## config.mk

```make
export PLATFORM = sky130hd
export DESIGN_NAME = trigger_detect_unit
export DESIGN_NICKNAME = d
export VERILOG_FILES = /design/src/trigger_detect_pkg.sv /design/src/trigger_detect_unit.sv
export SDC_FILE = /design/constraint.sdc
export NUM_CORES = 1
export LEC_CHECK = 0
export BUFFER_PORTS_ARGS = -buffer_cell sky130_fd_sc_hd__buf_4
export CAP_MARGIN = 15
export CORE_ASPECT_RATIO = 1.25
export CORE_MARGIN = 5
export CORE_UTILIZATION = 55
export CTS_CLUSTER_SIZE = 28
export DETAILED_ROUTE_END_ITERATION = 8
export PLACE_DENSITY = 0.77
export SLEW_MARGIN = 10
export SYNTH_ARGS = -nofsm -noshare
export SYNTH_HDL_FRONTEND = slang
export SYNTH_SLANG_ARGS = --single-unit
```

## constraint.sdc

```tcl
create_clock -name clk -period 6.4 [get_ports clk]
set_input_delay 0.96 -clock clk [delete_from_list [all_inputs] [get_ports clk]]
set_output_delay 0.96 -clock clk [all_outputs]
set_load 0.005 [all_outputs]
```

## src/trigger_detect_pkg.sv

```systemverilog
// Package for the trigger detection unit: register map, field layout, reset values, modes.
// Assumes a 32-bit AXI4-Lite register bus with byte addresses of ADDR_W bits.
package trigger_detect_pkg;

    localparam int ADDR_W = 8;
    localparam int VAL_W = 16;

    // Register byte offsets
    localparam logic [ADDR_W-1:0] CTRL_OFS = 8'h00;
    localparam logic [ADDR_W-1:0] DSEL_OFS = 8'h04;
    localparam logic [ADDR_W-1:0] AMODE_OFS = 8'h08;
    localparam logic [ADDR_W-1:0] LEVEL_OFS = 8'h0c;
    localparam logic [ADDR_W-1:0] HYST_OFS = 8'h10;
    localparam logic [ADDR_W-1:0] WTOP_OFS = 8'h14;
    localparam logic [ADDR_W-1:0] WBOT_OFS = 8'h18;
    localparam logic [ADDR_W-1:0] ROUTE_OFS = 8'h1c;
    localparam logic [ADDR_W-1:0] ENGINE_OFS = 8'h20;
    localparam logic [ADDR_W-1:0] SCAN_OFS = 8'h24;
    localparam logic [ADDR_W-1:0] STATUS_OFS = 8'h28;
    localparam logic [ADDR_W-1:0] VARIANT_OFS = 8'h2c;

    // Control word fields
    localparam int CTRL_ARM_BIT = 0;
    localparam int CTRL_SW_BIT = 1;
    localparam int CTRL_ANALOG_BIT = 2;
    localparam int CTRL_FALL_BIT = 3;
    localparam int CTRL_ROLE_LSB = 4;
    localparam int CTRL_LEAVE_BIT = 6;
    // Analog mode word fields
    localparam int AMODE_MODE_LSB = 0;
    localparam int AMODE_SRC_LSB = 4;
    localparam int AMODE_CHAN_LSB = 8;
    localparam int AMODE_RANGE_LSB = 14;
    // Route word fields
    localparam int ROUTE_SYNC_LSB = 16;
    // Scan word fields
    localparam int SCAN_COUNT_LSB = 8;
    // Status word fields
    localparam int STATUS_SEEN_BIT = 3;
    // Engine enable bits
    localparam int ENG_AI = 0;
    localparam int ENG_AO = 1;
    localparam int ENG_CTR = 2;
    localparam int ENG_DIO = 3;

    // Digital source index ranges
    localparam logic [4:0] DSEL_SYNC_BASE = 5'h10;
    localparam logic [4:0] DSEL_STAR = 5'h18;

    // Reset values
    localparam logic [VAL_W-1:0] LEVEL_RST = 16'h8000;
    localparam logic [VAL_W-1:0] HYST_RST = 16'h0000;
    localparam logic [VAL_W-1:0] WTOP_RST = 16'hffff;
    localparam logic [VAL_W-1:0] WBOT_RST = 16'h0000;
    localparam logic [5:0] SCAN_COUNT_RST = 6'h01;

    localparam logic [1:0] RESP_OKAY = 2'h0;
    localparam logic [1:0] RESP_SLVERR = 2'h2;

    typedef enum logic [2:0] {MODE_BELOW, MODE_ABOVE, MODE_HYST_RISE, MODE_HYST_FALL, MODE_WINDOW} amode_t;
    typedef enum logic [1:0] {ROLE_START, ROLE_REF, ROLE_PAUSE} role_t;
    typedef enum logic [1:0] {SRC_AFI0, SRC_AFI1, SRC_CHAN} asrc_t;

endpackage : trigger_detect_pkg

```

## src/trigger_detect_unit.sv

```systemverilog
// Trigger detection unit: digital edge, software and analog level/hysteresis/window triggers.
// Assumes synchronous inputs on clk, digitised source values, and an AXI4-Lite master.
//
// Behaviour
// - Software and digital triggers always; analog triggering only when the variant has it.
// - Digital trigger picks a function, sync bus or star line and a polarity.
// - Rising fires on low-to-high, falling fires on high-to-low of the chosen line.
// - Digital triggers reach input, output, counter and digital waveform engines.
// - Analog source is one of two function inputs or any input channel.
// - Channel source goes through the gain amplifier, whose output feeds the comparator.
// - While armed on a channel source, the sequencer holds that channel on the amplifier.
// - Channel start trigger needs the trigger channel first in the scan list.
// - Channel reference or pause trigger needs exactly one channel in the scan list.
// - Comparison result routes to any of sixteen function or eight sync bus outputs.
// - Comparison result drives input, output and counter engines.
// - Three analog modes: plain level, level with hysteresis, and window.
// - Below-level: result active while source is under the level.
// - Above-level: result active while source is over the level.
// - Rising hysteresis: upper threshold is level, lower is level minus hysteresis.
// - Rising hysteresis asserts after below lower then above upper; drops below lower.
// - Falling hysteresis: lower threshold is level, upper is level plus hysteresis.
// - Falling hysteresis asserts after above upper then below lower; drops above upper.
// - Window fires on entering or on leaving the top-bottom band, selectable.
// - Thresholds go out to the trigger converters and update on each write.
// - Function inputs are compared unamplified; channels use the configured input range.
`timescale 1ns/100ps
module trigger_detect_unit
    import trigger_detect_pkg::*;
#(
    parameter bit ANALOG_PRESENT = 1'b1,
    parameter logic [31:0] VARIANT_ID = 32'h0000_0001 // Arbitrary value
) (
    input wire logic clk,
    input wire logic rst_b,
    input wire logic [ADDR_W-1:0] s_axi_awaddr,
    input wire logic s_axi_awvalid,
    output logic s_axi_awready,
    input wire logic [31:0] s_axi_wdata,
    input wire logic [3:0] s_axi_wstrb,
    input wire logic s_axi_wvalid,
    output logic s_axi_wready,
    output logic [1:0] s_axi_bresp,
    output logic s_axi_bvalid,
    input wire logic s_axi_bready,
    input wire logic [ADDR_W-1:0] s_axi_araddr,
    input wire logic s_axi_arvalid,
    output logic s_axi_arready,
    output logic [31:0] s_axi_rdata,
    output logic [1:0] s_axi_rresp,
    output logic s_axi_rvalid,
    input wire logic s_axi_rready,
    input wire logic [15:0] programmable_function_line,
    input wire logic [7:0] sync_bus_line,
    input wire logic star_trigger_line,
    input wire logic [VAL_W-1:0] analog_function_input0,
    input wire logic [VAL_W-1:0] analog_function_input1,
    input wire logic [VAL_W-1:0] gain_amplifier_value,
    output logic [4:0] analog_input_path_channel,
    output logic [1:0] gain_amplifier_range,
    output logic analog_input_path_hold,
    output logic [VAL_W-1:0] upper_threshold,
    output logic [VAL_W-1:0] lower_threshold,
    output logic comparison_event,
    output logic [15:0] function_line_out,
    output logic [7:0] sync_bus_out,
    output logic start_trigger,
    output logic reference_trigger,
    output logic pause_trigger,
    output logic ai_trigger,
    output logic ao_trigger,
    output logic ctr_trigger,
    output logic dio_trigger
);

    typedef struct packed {
        logic awready;
        logic wready;
        logic bvalid;
        logic [1:0] bresp;
        logic arready;
        logic rvalid;
        logic [1:0] rresp;
        logic [31:0] rdata;
        logic aw_got;
        logic w_got;
        logic [ADDR_W-1:0] awaddr;
        logic [31:0] wdata;
        logic [3:0] wstrb;
        logic [31:0] ctrl;
        logic [4:0] dsel;
        logic [31:0] amode_word;
        logic [VAL_W-1:0] level;
        logic [VAL_W-1:0] hyst;
        logic [VAL_W-1:0] wtop;
        logic [VAL_W-1:0] wbot;
        logic [15:0] route_pfi;
        logic [7:0] route_sync;
        logic [3:0] engine_en;
        logic [4:0] scan_first;
        logic [5:0] scan_count;
        logic seen;
        logic sw_pulse;
        logic reconf;
        logic dig_now;
        logic dig_prev;
        logic [VAL_W-1:0] src;
        logic lt_low;
        logic gt_high;
        logic primed;
        logic event_on;
        logic [VAL_W-1:0] hi_thr;
        logic [VAL_W-1:0] lo_thr;
        logic start_t;
        logic ref_t;
        logic pause_t;
        logic ai_t;
        logic ao_t;
        logic ctr_t;
        logic dio_t;
        logic [15:0] pfi_out;
        logic [7:0] sync_out;
        logic mux_hold;
    } state_t;

    state_t st_reg;
    state_t st_next;
    amode_t amode;
    role_t role;
    asrc_t asrc;
    logic cfg_err;
    logic armed;
    logic analog_sel;

    function automatic logic [31:0] merge_bytes(input logic [31:0] old, input logic [31:0] data,
                                                input logic [3:0] strb);
        logic [31:0] r;
        r = old;
        for (int i = 0; i < 4; i++) begin
            if (strb[i]) begin
                r[8*i +: 8] = data[8*i +: 8];
            end
        end
        return r;
    endfunction : merge_bytes

    function automatic logic is_mapped(input logic [ADDR_W-1:0] a);
        return (a[1:0] == 2'h0) && (a <= VARIANT_OFS);
    endfunction : is_mapped

    assign amode = amode_t'(st_reg.amode_word[AMODE_MODE_LSB +: 3]);
    assign role = role_t'(st_reg.ctrl[CTRL_ROLE_LSB +: 2]);
    assign asrc = asrc_t'(st_reg.amode_word[AMODE_SRC_LSB +: 2]);
    assign analog_sel = ANALOG_PRESENT && st_reg.ctrl[CTRL_ANALOG_BIT];
    assign cfg_err = analog_sel && (asrc == SRC_CHAN) &&
                     (((role == ROLE_START) && (st_reg.scan_first != st_reg.amode_word[AMODE_CHAN_LSB +: 5])) ||
                      ((role != ROLE_START) && (st_reg.scan_count != 6'h01)));
    assign armed = st_reg.ctrl[CTRL_ARM_BIT] && !cfg_err;

    always_comb begin
        logic do_write;
        logic ev;
        logic fire;
        logic dig_edge;
        logic [ADDR_W-1:0] wa;
        logic [31:0] wv;
        logic [VAL_W:0] sum;
        st_next = st_reg;
        do_write = st_reg.aw_got && st_reg.w_got && !st_reg.bvalid;
        wa = st_reg.awaddr;
        wv = st_reg.wdata;
        ev = 1'b0;
        fire = 1'b0;
        dig_edge = 1'b0;
        sum = '0;
        st_next.sw_pulse = 1'b0;
        st_next.reconf = 1'b0;

        // Write address and data are taken in either order
        if (s_axi_awvalid && st_reg.awready) begin
            st_next.aw_got = 1'b1;
            st_next.awaddr = s_axi_awaddr;
        end
        if (s_axi_wvalid && st_reg.wready) begin
            st_next.w_got = 1'b1;
            st_next.wdata = s_axi_wdata;
            st_next.wstrb = s_axi_wstrb;
        end
        if (st_reg.bvalid && s_axi_bready) begin
            st_next.bvalid = 1'b0;
        end
        if (do_write) begin
            st_next.aw_got = 1'b0;
            st_next.w_got = 1'b0;
            st_next.bvalid = 1'b1;
            st_next.bresp = is_mapped(wa) ? RESP_OKAY : RESP_SLVERR;
            st_next.reconf = is_mapped(wa) && (wa != STATUS_OFS) && (wa != VARIANT_OFS);
            unique case (wa)
                CTRL_OFS: begin
                    st_next.ctrl = merge_bytes(st_reg.ctrl, wv, st_reg.wstrb) & 32'h0000_007d;
                    st_next.sw_pulse = st_reg.wstrb[0] && wv[CTRL_SW_BIT];
                end
                DSEL_OFS: st_next.dsel = merge_bytes({27'h0, st_reg.dsel}, wv, st_reg.wstrb) >= 32'h19 ?
                                         st_reg.dsel : wv[4:0];
                AMODE_OFS: st_next.amode_word = merge_bytes(st_reg.amode_word, wv, st_reg.wstrb) & 32'h0000_df37;
                LEVEL_OFS: st_next.level = VAL_W'(merge_bytes({16'h0, st_reg.level}, wv, st_reg.wstrb));
                HYST_OFS: st_next.hyst = VAL_W'(merge_bytes({16'h0, st_reg.hyst}, wv, st_reg.wstrb));
                WTOP_OFS: st_next.wtop = VAL_W'(merge_bytes({16'h0, st_reg.wtop}, wv, st_reg.wstrb));
                WBOT_OFS: st_next.wbot = VAL_W'(merge_bytes({16'h0, st_reg.wbot}, wv, st_reg.wstrb));
                ROUTE_OFS: begin
                    {st_next.route_sync, st_next.route_pfi} =
                        24'(merge_bytes({8'h0, st_reg.route_sync, st_reg.route_pfi}, wv, st_reg.wstrb));
                end
                ENGINE_OFS: st_next.engine_en = 4'(merge_bytes({28'h0, st_reg.engine_en}, wv, st_reg.wstrb));
                SCAN_OFS: begin
                    st_next.scan_first = st_reg.wstrb[0] ? wv[4:0] : st_reg.scan_first;
                    st_next.scan_count = st_reg.wstrb[1] ? wv[SCAN_COUNT_LSB +: 6] : st_reg.scan_count;
                end
                default: begin
                end
            endcase
        end

        // Read channel
        if (st_reg.rvalid && s_axi_rready) begin
            st_next.rvalid = 1'b0;
        end
        if (s_axi_arvalid && st_reg.arready) begin
            st_next.rvalid = 1'b1;
            st_next.rresp = is_mapped(s_axi_araddr) ? RESP_OKAY : RESP_SLVERR;
            unique case (s_axi_araddr)
                CTRL_OFS: st_next.rdata = st_reg.ctrl;
                DSEL_OFS: st_next.rdata = {27'h0, st_reg.dsel};
                AMODE_OFS: st_next.rdata = st_reg.amode_word;
                LEVEL_OFS: st_next.rdata = {16'h0, st_reg.level};
                HYST_OFS: st_next.rdata = {16'h0, st_reg.hyst};
                WTOP_OFS: st_next.rdata = {16'h0, st_reg.wtop};
                WBOT_OFS: st_next.rdata = {16'h0, st_reg.wbot};
                ROUTE_OFS: st_next.rdata = {8'h0, st_reg.route_sync, st_reg.route_pfi};
                ENGINE_OFS: st_next.rdata = {28'h0, st_reg.engine_en};
                SCAN_OFS: st_next.rdata = {18'h0, st_reg.scan_count, 3'h0, st_reg.scan_first};
                STATUS_OFS: st_next.rdata = {28'h0, st_reg.seen, cfg_err, armed, st_reg.event_on};
                VARIANT_OFS: st_next.rdata = {VARIANT_ID[31:1], ANALOG_PRESENT};
                default: st_next.rdata = 32'h0;
            endcase
        end

        // Digital source sampling
        if (st_reg.dsel < DSEL_SYNC_BASE) begin
            st_next.dig_now = programmable_function_line[st_reg.dsel[3:0]];
        end else if (st_reg.dsel < DSEL_STAR) begin
            st_next.dig_now = sync_bus_line[st_reg.dsel[2:0]];
        end else begin
            st_next.dig_now = star_trigger_line;
        end
        st_next.dig_prev = st_reg.dig_now;
        dig_edge = st_reg.ctrl[CTRL_FALL_BIT] ? (!st_reg.dig_now && st_reg.dig_prev) :
                                                (st_reg.dig_now && !st_reg.dig_prev);

        // Analog source and thresholds
        unique case (asrc)
            SRC_AFI0: st_next.src = analog_function_input0;
            SRC_AFI1: st_next.src = analog_function_input1;
            default: st_next.src = gain_amplifier_value;
        endcase
        unique case (amode)
            MODE_HYST_RISE: begin
                st_next.hi_thr = st_reg.level;
                st_next.lo_thr = (st_reg.hyst > st_reg.level) ? 16'h0000 : VAL_W'(st_reg.level - st_reg.hyst);
            end
            MODE_HYST_FALL: begin
                sum = {1'b0, st_reg.level} + {1'b0, st_reg.hyst};
                st_next.lo_thr = st_reg.level;
                st_next.hi_thr = sum[VAL_W] ? 16'hffff : sum[VAL_W-1:0];
            end
            MODE_WINDOW: begin
                st_next.hi_thr = st_reg.wtop;
                st_next.lo_thr = st_reg.wbot;
            end
            default: begin
                st_next.hi_thr = st_reg.level;
                st_next.lo_thr = st_reg.level;
            end
        endcase
        st_next.lt_low = st_reg.src < st_reg.lo_thr;
        st_next.gt_high = st_reg.src > st_reg.hi_thr;

        // Comparison detector
        unique case (amode)
            MODE_BELOW: ev = st_reg.lt_low;
            MODE_ABOVE: ev = st_reg.gt_high;
            MODE_HYST_RISE: begin
                ev = st_reg.event_on;
                if (st_reg.lt_low) begin
                    ev = 1'b0;
                    st_next.primed = 1'b1;
                end else if (st_reg.primed && st_reg.gt_high) begin
                    ev = 1'b1;
                end
            end
            MODE_HYST_FALL: begin
                ev = st_reg.event_on;
                if (st_reg.gt_high) begin
                    ev = 1'b0;
                    st_next.primed = 1'b1;
                end else if (st_reg.primed && st_reg.lt_low) begin
                    ev = 1'b1;
                end
            end
            MODE_WINDOW: begin
                ev = st_reg.ctrl[CTRL_LEAVE_BIT] ? (st_reg.lt_low || st_reg.gt_high) :
                                                   !(st_reg.lt_low || st_reg.gt_high);
            end
            default: ev = 1'b0;
        endcase
        if (!ANALOG_PRESENT || st_reg.reconf) begin
            ev = 1'b0;
            st_next.primed = 1'b0;
        end
        st_next.event_on = ev;

        // Trigger pulses
        fire = armed && (st_reg.sw_pulse ||
                         (analog_sel ? (ev && !st_reg.event_on) : dig_edge));
        st_next.start_t = fire && (role == ROLE_START);
        st_next.ref_t = fire && (role == ROLE_REF);
        st_next.pause_t = fire && (role == ROLE_PAUSE);
        st_next.ai_t = fire && st_reg.engine_en[ENG_AI];
        st_next.ao_t = fire && st_reg.engine_en[ENG_AO];
        st_next.ctr_t = fire && st_reg.engine_en[ENG_CTR];
        st_next.dio_t = fire && !analog_sel && st_reg.engine_en[ENG_DIO];
        st_next.seen = fire || (st_reg.seen && !(do_write && (wa == STATUS_OFS) &&
                                                 st_reg.wstrb[0] && wv[STATUS_SEEN_BIT]));
        st_next.pfi_out = {16{st_reg.event_on}} & st_reg.route_pfi;
        st_next.sync_out = {8{st_reg.event_on}} & st_reg.route_sync;
        st_next.mux_hold = armed && analog_sel && (asrc == SRC_CHAN);

        st_next.awready = !st_next.aw_got && !st_next.bvalid;
        st_next.wready = !st_next.w_got && !st_next.bvalid;
        st_next.arready = !st_next.rvalid;
    end

    always_ff @(posedge clk) begin
        if (!rst_b) begin
            st_reg <= '0;
            st_reg.level <= LEVEL_RST;
            st_reg.hyst <= HYST_RST;
            st_reg.wtop <= WTOP_RST;
            st_reg.wbot <= WBOT_RST;
            st_reg.hi_thr <= LEVEL_RST;
            st_reg.lo_thr <= LEVEL_RST;
            st_reg.scan_count <= SCAN_COUNT_RST;
        end else begin
            st_reg <= st_next;
        end
    end

    assign s_axi_awready = st_reg.awready;
    assign s_axi_wready = st_reg.wready;
    assign s_axi_bvalid = st_reg.bvalid;
    assign s_axi_bresp = st_reg.bresp;
    assign s_axi_arready = st_reg.arready;
    assign s_axi_rvalid = st_reg.rvalid;
    assign s_axi_rresp = st_reg.rresp;
    assign s_axi_rdata = st_reg.rdata;
    assign analog_input_path_channel = st_reg.amode_word[AMODE_CHAN_LSB +: 5];
    assign gain_amplifier_range = st_reg.amode_word[AMODE_RANGE_LSB +: 2];
    assign analog_input_path_hold = st_reg.mux_hold;
    assign upper_threshold = st_reg.hi_thr;
    assign lower_threshold = st_reg.lo_thr;
    assign comparison_event = st_reg.event_on;
    assign function_line_out = st_reg.pfi_out;
    assign sync_bus_out = st_reg.sync_out;
    assign start_trigger = st_reg.start_t;
    assign reference_trigger = st_reg.ref_t;
    assign pause_trigger = st_reg.pause_t;
    assign ai_trigger = st_reg.ai_t;
    assign ao_trigger = st_reg.ao_t;
    assign ctr_trigger = st_reg.ctr_t;
    assign dio_trigger = st_reg.dio_t;
endmodule : trigger_detect_unit

```

Yosys cells after proc, flatten, opt, wreduce, memory -nomap -nowiden

Cells that the tools add are included.
W data, S select, Z words.

Logic and storage cells: 234
Input bits: 132
Flip-flop bits (word level): 302
Output and inout bits: 113

Add/subtract/negate cells: 2
Reductions and logical operators: 86
Order comparisons: 10
Mux-type cells: 44
Bitwise gates (word level): 4
Eq/ne operators: 35

Operators with widths:

| kind                  | number |
|---|---|
| $pmux W24 S12         | 1 |
| $mux W8               | 12 |
| $pmux W32 S3          | 1 |
| $eq A8 B5 Y1 const B  | 8 |
| $reduce_and A3 Y1     | 20 |
| $eq A8 B6 Y1 const B  | 7 |
| $logic_and A1 B1 Y1   | 39 |
| $mux W35              | 1 |
| $eq A8 B4 Y1 const B  | 4 |
| $ge A32 B5 Y1 const B | 1 |
| $gt A16 B16 Y1        | 2 |
| $mux W16              | 2 |
| $pmux W16 S2          | 1 |
| $mux W1               | 18 |
| $add A16 B16 Y17      | 1 |
| $and A16 B16 Y16      | 1 |
| $eq A8 B3 Y1 const B  | 2 |
| $le A8 B6 Y1 const B  | 2 |
| $logic_not A8 Y1      | 2 |
| $lt A16 B16 Y1        | 1 |
| $ne A8 B6 Y1 const B  | 2 |
| $sub A16 B16 Y16      | 1 |
| $logic_not A1 Y1      | 12 |
| $lt A5 B5 Y1 const B  | 2 |
| 24 further kinds      | 38 |

Longest topological paths before layout

Word-level depth: 11
Gate-level depth with buffers: 11
Gate-level depth less buffers: 10

Worst setup path after synthesis

OpenSTA, ideal clock, no wires.

Kind: in2reg
Start: in s_axi_araddr[1]
End: reg st_reg, in the netlist s_axi_rdata[12]
Path buffers: 2
Setup slack: 3899 ps
Required time: 6335 ps
Arrival time: 2435 ps
Stages on the path: 9
Library setup time: 65 ps
Cells stage by stage: or2_2 > buf_2 > or3_1 > clkbuf_1 > nor3_1 > a221oi_1 > a21oi_1 > a21oi_1 > nor2b_1

Cells in the longest elaborated chain, start to end: 2
Elaborated cells between the ends (all ways): 13
Classes of those cells: eq/ne: 11; mux: 1; reduce/logical: 1

RTL lines:

| what                                 | line                       | text |
|---|---|---|
| start: declaration                   | trigger_detect_unit.sv:45  | `input wire logic [ADDR_W-1:0] s_axi_araddr,` |
| $eq A8 B6 Y1 (tied with other cells) | trigger_detect_unit.sv:230 | `unique case (s_axi_araddr)` |
| $pmux W24 S12 (*)                    | trigger_detect_unit.sv:230 |  |
| end signal: assignment               | trigger_detect_unit.sv:353 | `st_reg <= st_next;` |
| end: declaration                     | trigger_detect_unit.sv:125 | `state_t st_reg;` |

Mark *: on every way between the ends. The rest lies on a longest branch, timed or not.
A chain may end at the register's enable or synchronous reset.

Worst setup path after layout

Start: reg st_reg[176] (netlist name)
End: reg st_reg, in the netlist lower_threshold[14]

Cells in the longest elaborated chain, start to end: 3
Elaborated cells between the ends (all ways): 4
Classes of those cells: add/sub: 1; order compare: 1; mux: 2

RTL lines:

| what                                                      | line                       | text |
|---|---|---|
| $sub A16 B16 Y16 / $gt A16 B16 Y1 (equally long branches) | trigger_detect_unit.sv:268 | `st_next.lo_thr = (st_reg.hyst > st_reg.level) ? 16'h0000 : VAL_W'(st_reg.level - st_reg.hyst);` |
| $mux W16 (*)                                              | trigger_detect_unit.sv:268 |  |
| $pmux W32 S3 (*)                                          | trigger_detect_unit.sv:265 | `unique case (amode)` |

Marks and branches as above.

==> results.cfg <==
[clock_network]
cts_made_buffers = 29
cts-root-buf = clkbuf_16
postCtsResizedCells = 0
ctsHoldBuffers = 0
htree_levels = 1
clock_path_buffers = 3
clk_pin_slew_ns = 0.07
post-cts-setup-buffers = 0
clkLatencyLatePin_ns = 0.55
cts_tree = built
cts.sinks = 292

[sta]
worst_slack_ns = 3.22
finalSetupViolations = 0
rsz0062_at_grt = false
fmax_mhz = 314
fin_crit_sh_pct = 49.7
setup_tns_ns = 0
finalHoldWorstSlack_ns = 0.462
hold_viol = 0
period_minus_slack_ns = 3.18
worstMarginPinSlew_ns = 1.17
fin_skew_ns = 0.0164
slew_headroom_pct = 21.9
finalMaxSlewViolations = 0

[pwr]
cellLeakagePower_nw = 7.42
power.density_nw_per_um2 = 214
vdd_ir_drop_max_mv = 0.202

[route]
via_count = 13778
wl_um = 48600
wl_per_cell_um = 20.5
via_per_inst = 5.80
ant_nets = 0
first_iter_violations = 1061
drc = 0
drt-pass1-iter-count = 5

[cells_and_area]
largest_register_ffs = 180
fin_nets = 2157
final_common_cell = dfxtp_1
layout-drive-gt1-share_pct = 17.8
final_util_pct = 62.5
antenna_cells = 0
fill_cells = 2592
syn_to_final_growth_pct = 12.7
final_cell_mix = 292 x dfxtp_1, 249 x buf_4, 238 x nand2_1

[setup_path]
worstPathMaxFanout = 9
crit_type = flip-flop to flip-flop
r2r_slack_ns = 3.22
critPathRequiredTime_ns = 6.86
end_kind = flip-flop
critPathArrivalTime_ns = 3.64
worst_setup_path_start_kind = flip-flop

[floorplanning]
die_w_um = 163
initial_core_util_pct = 55.5
row_count = 70
die_h_um = 201
io-pin-count = 245
core-area_um2 = 29100
die_area_um2 = 32900

[global_routing]
grt_overflow = 0
grt_max_degree = 115
antenna_found_initial = 0
grt_util_all_layers_pct = 28.3
grt_pass1_vias = 13694
grt_first_pass_wirelength_um = 75300

[logic_synthesis]
syn_inst = 1898
ys_async_sr_fraction_pct = 0
syn_area_um2 = 16100
seq_area_frac_synth_pct = 36.2
synth_warnings = 0
synth_edf_count = 0
ys.flop_type = dfxtp_1
avgSynthCellArea_um2 = 8.50
synth_cell_types = 86
synth_seq_cells = 292

[placed_design]
hpwl_um = 36000
port_buffers = 234
pre_cts_ws_ns = 3.31
place_congestion = 1.01

[run]
max-cap-violations = 0

[hold_path]
worstHoldPathType = flip-flop to flip-flop

[outcome]
status = finished, final reports clean
==> synth_stat cells (4+ instances only) <==
master | n | share of area, %
dfxtp_1 | 292 | 36
nand2_1 | 238 | 5.5
nor2b_1 | 105 | 4.1
buf_4 | 99 | 4.6
clkbuf_1 | 99 | 2.3
mux2i_1 | 97 | 6.0
nand3_1 | 87 | 2.7
a21boi_0 | 85 | 4.0
nor2_1 | 84 | 2.0
a21oi_1 | 83 | 2.6
o21ai_0 | 79 | 2.5
inv_1 | 69 | 1.6
ha_1 | 63 | 4.9
a22oi_1 | 46 | 2.1
and2_1 | 32 | 1.2
and3_1 | 32 | 1.2
nor3_1 | 23 | 0.71
o22ai_1 | 18 | 0.70
o21a_1 | 17 | 0.79
xnor2_1 | 17 | 0.92
nor4_1 | 14 | 0.54
buf_2 | 13 | 0.40
a211oi_1 | 10 | 0.47
mux2_2 | 10 | 0.70
mux4_2 | 10 | 1.4
xor2_1 | 10 | 0.54
a21o_1 | 8 | 0.37
nand2b_1 | 8 | 0.31
nand3b_1 | 8 | 0.37
nand4_1 | 8 | 0.31
a221oi_1 | 7 | 0.38
a221oi_2 | 7 | 0.65
o211ai_1 | 7 | 0.33
a22o_1 | 6 | 0.33
buf_1 | 6 | 0.14
buf_6 | 6 | 0.42
o21bai_1 | 6 | 0.28
a21oi_2 | 5 | 0.27
nor4b_1 | 5 | 0.27
or3_1 | 5 | 0.19
a222oi_1 | 4 | 0.25
a32oi_1 | 4 | 0.22
clkbuf_8 | 4 | 0.34
o31ai_1 | 4 | 0.19
==> where the power goes <==
part	total [W]	internal [W]	switching [W]
Clock	0.00174	0.00102	0.000716
Combinational	0.000277	0.000132	0.000145
Sequential	0.00188	0.00184	0.0000355
==> logic make-up after synthesis <==
| group | Yosys count | share of synthesized area, % |
|---|---|---|
| muxes | 117 | 8.11 |
| AOI/OAI and AO/OA | 432 | 18.7 |
| adders and majority gates | 65 | 5.13 |
| other | 1 | 0.0232 |
| buffers and inverters | 298 | 9.97 |
| and+or+nand+nor | 666 | 20.4 |
| DFF | 292 | 36.2 |
| xor gates and xnor gates | 27 | 1.47 |
==> critical path, stage by stage (launching register included) <==
cell,delay (ns)
dfxtp_1,0.46
inv_1,0.14
ha_1,0.23
fa_1,0.44
nor2b_4,0.13
o21a_4,0.14
a311oi_4,0.13
a31oi_2,0.34
a41o_1,0.54
nand2_1,0.25
o21ai_0,0.29
==> metal layers <==
| layer | part of all wire, % | vias to the layer above | track usage (%) |
|---|---|---|---|
| li1 | - | 6622 | - |
| met1 | 38 | 6402 | 34.0 |
| met2 | 49 | 639 | 49.3 |
| met3 | 8.4 | 115 | 5.14 |
| met4 | 4.6 | 0 | 12.3 |
| met5 | 0 | - | 0 |
==> final cells by class <==
cell class	instances	area (um^2)	share of cell area (%)
multi-input combinational	1317	8720	48.0
sequential	292	5850	32.1
timing repair buffer	251	1910	10.5
inverter	69	259	1.42
tap	396	495	2.72
clock inverter	13	171	0.943
clock buffer	37	786	4.32
==> through the flow <==
stage	instance area, um^2	total power, W	std cells
finish	18200	0.00389	2375
CTS	18200	0.00390	2374
floorplan	16200	0.00206	1907
global route	18200	0.00401	2375
global placement	17200	0.00218	2324
detailed placement	17200	0.00219	2324
==> worst paths after layout <==
kind | startpoint | endpoint | cells after the start
max reg2reg | st_reg[176] | lower_threshold[14] | 10
min reg2reg | st_reg[305] | s_axi_wready | 1
max | st_reg[176] | lower_threshold[14] | 10
min | st_reg[305] | s_axi_wready | 1
No activity file was read; power rests on OpenSTA's default activity.
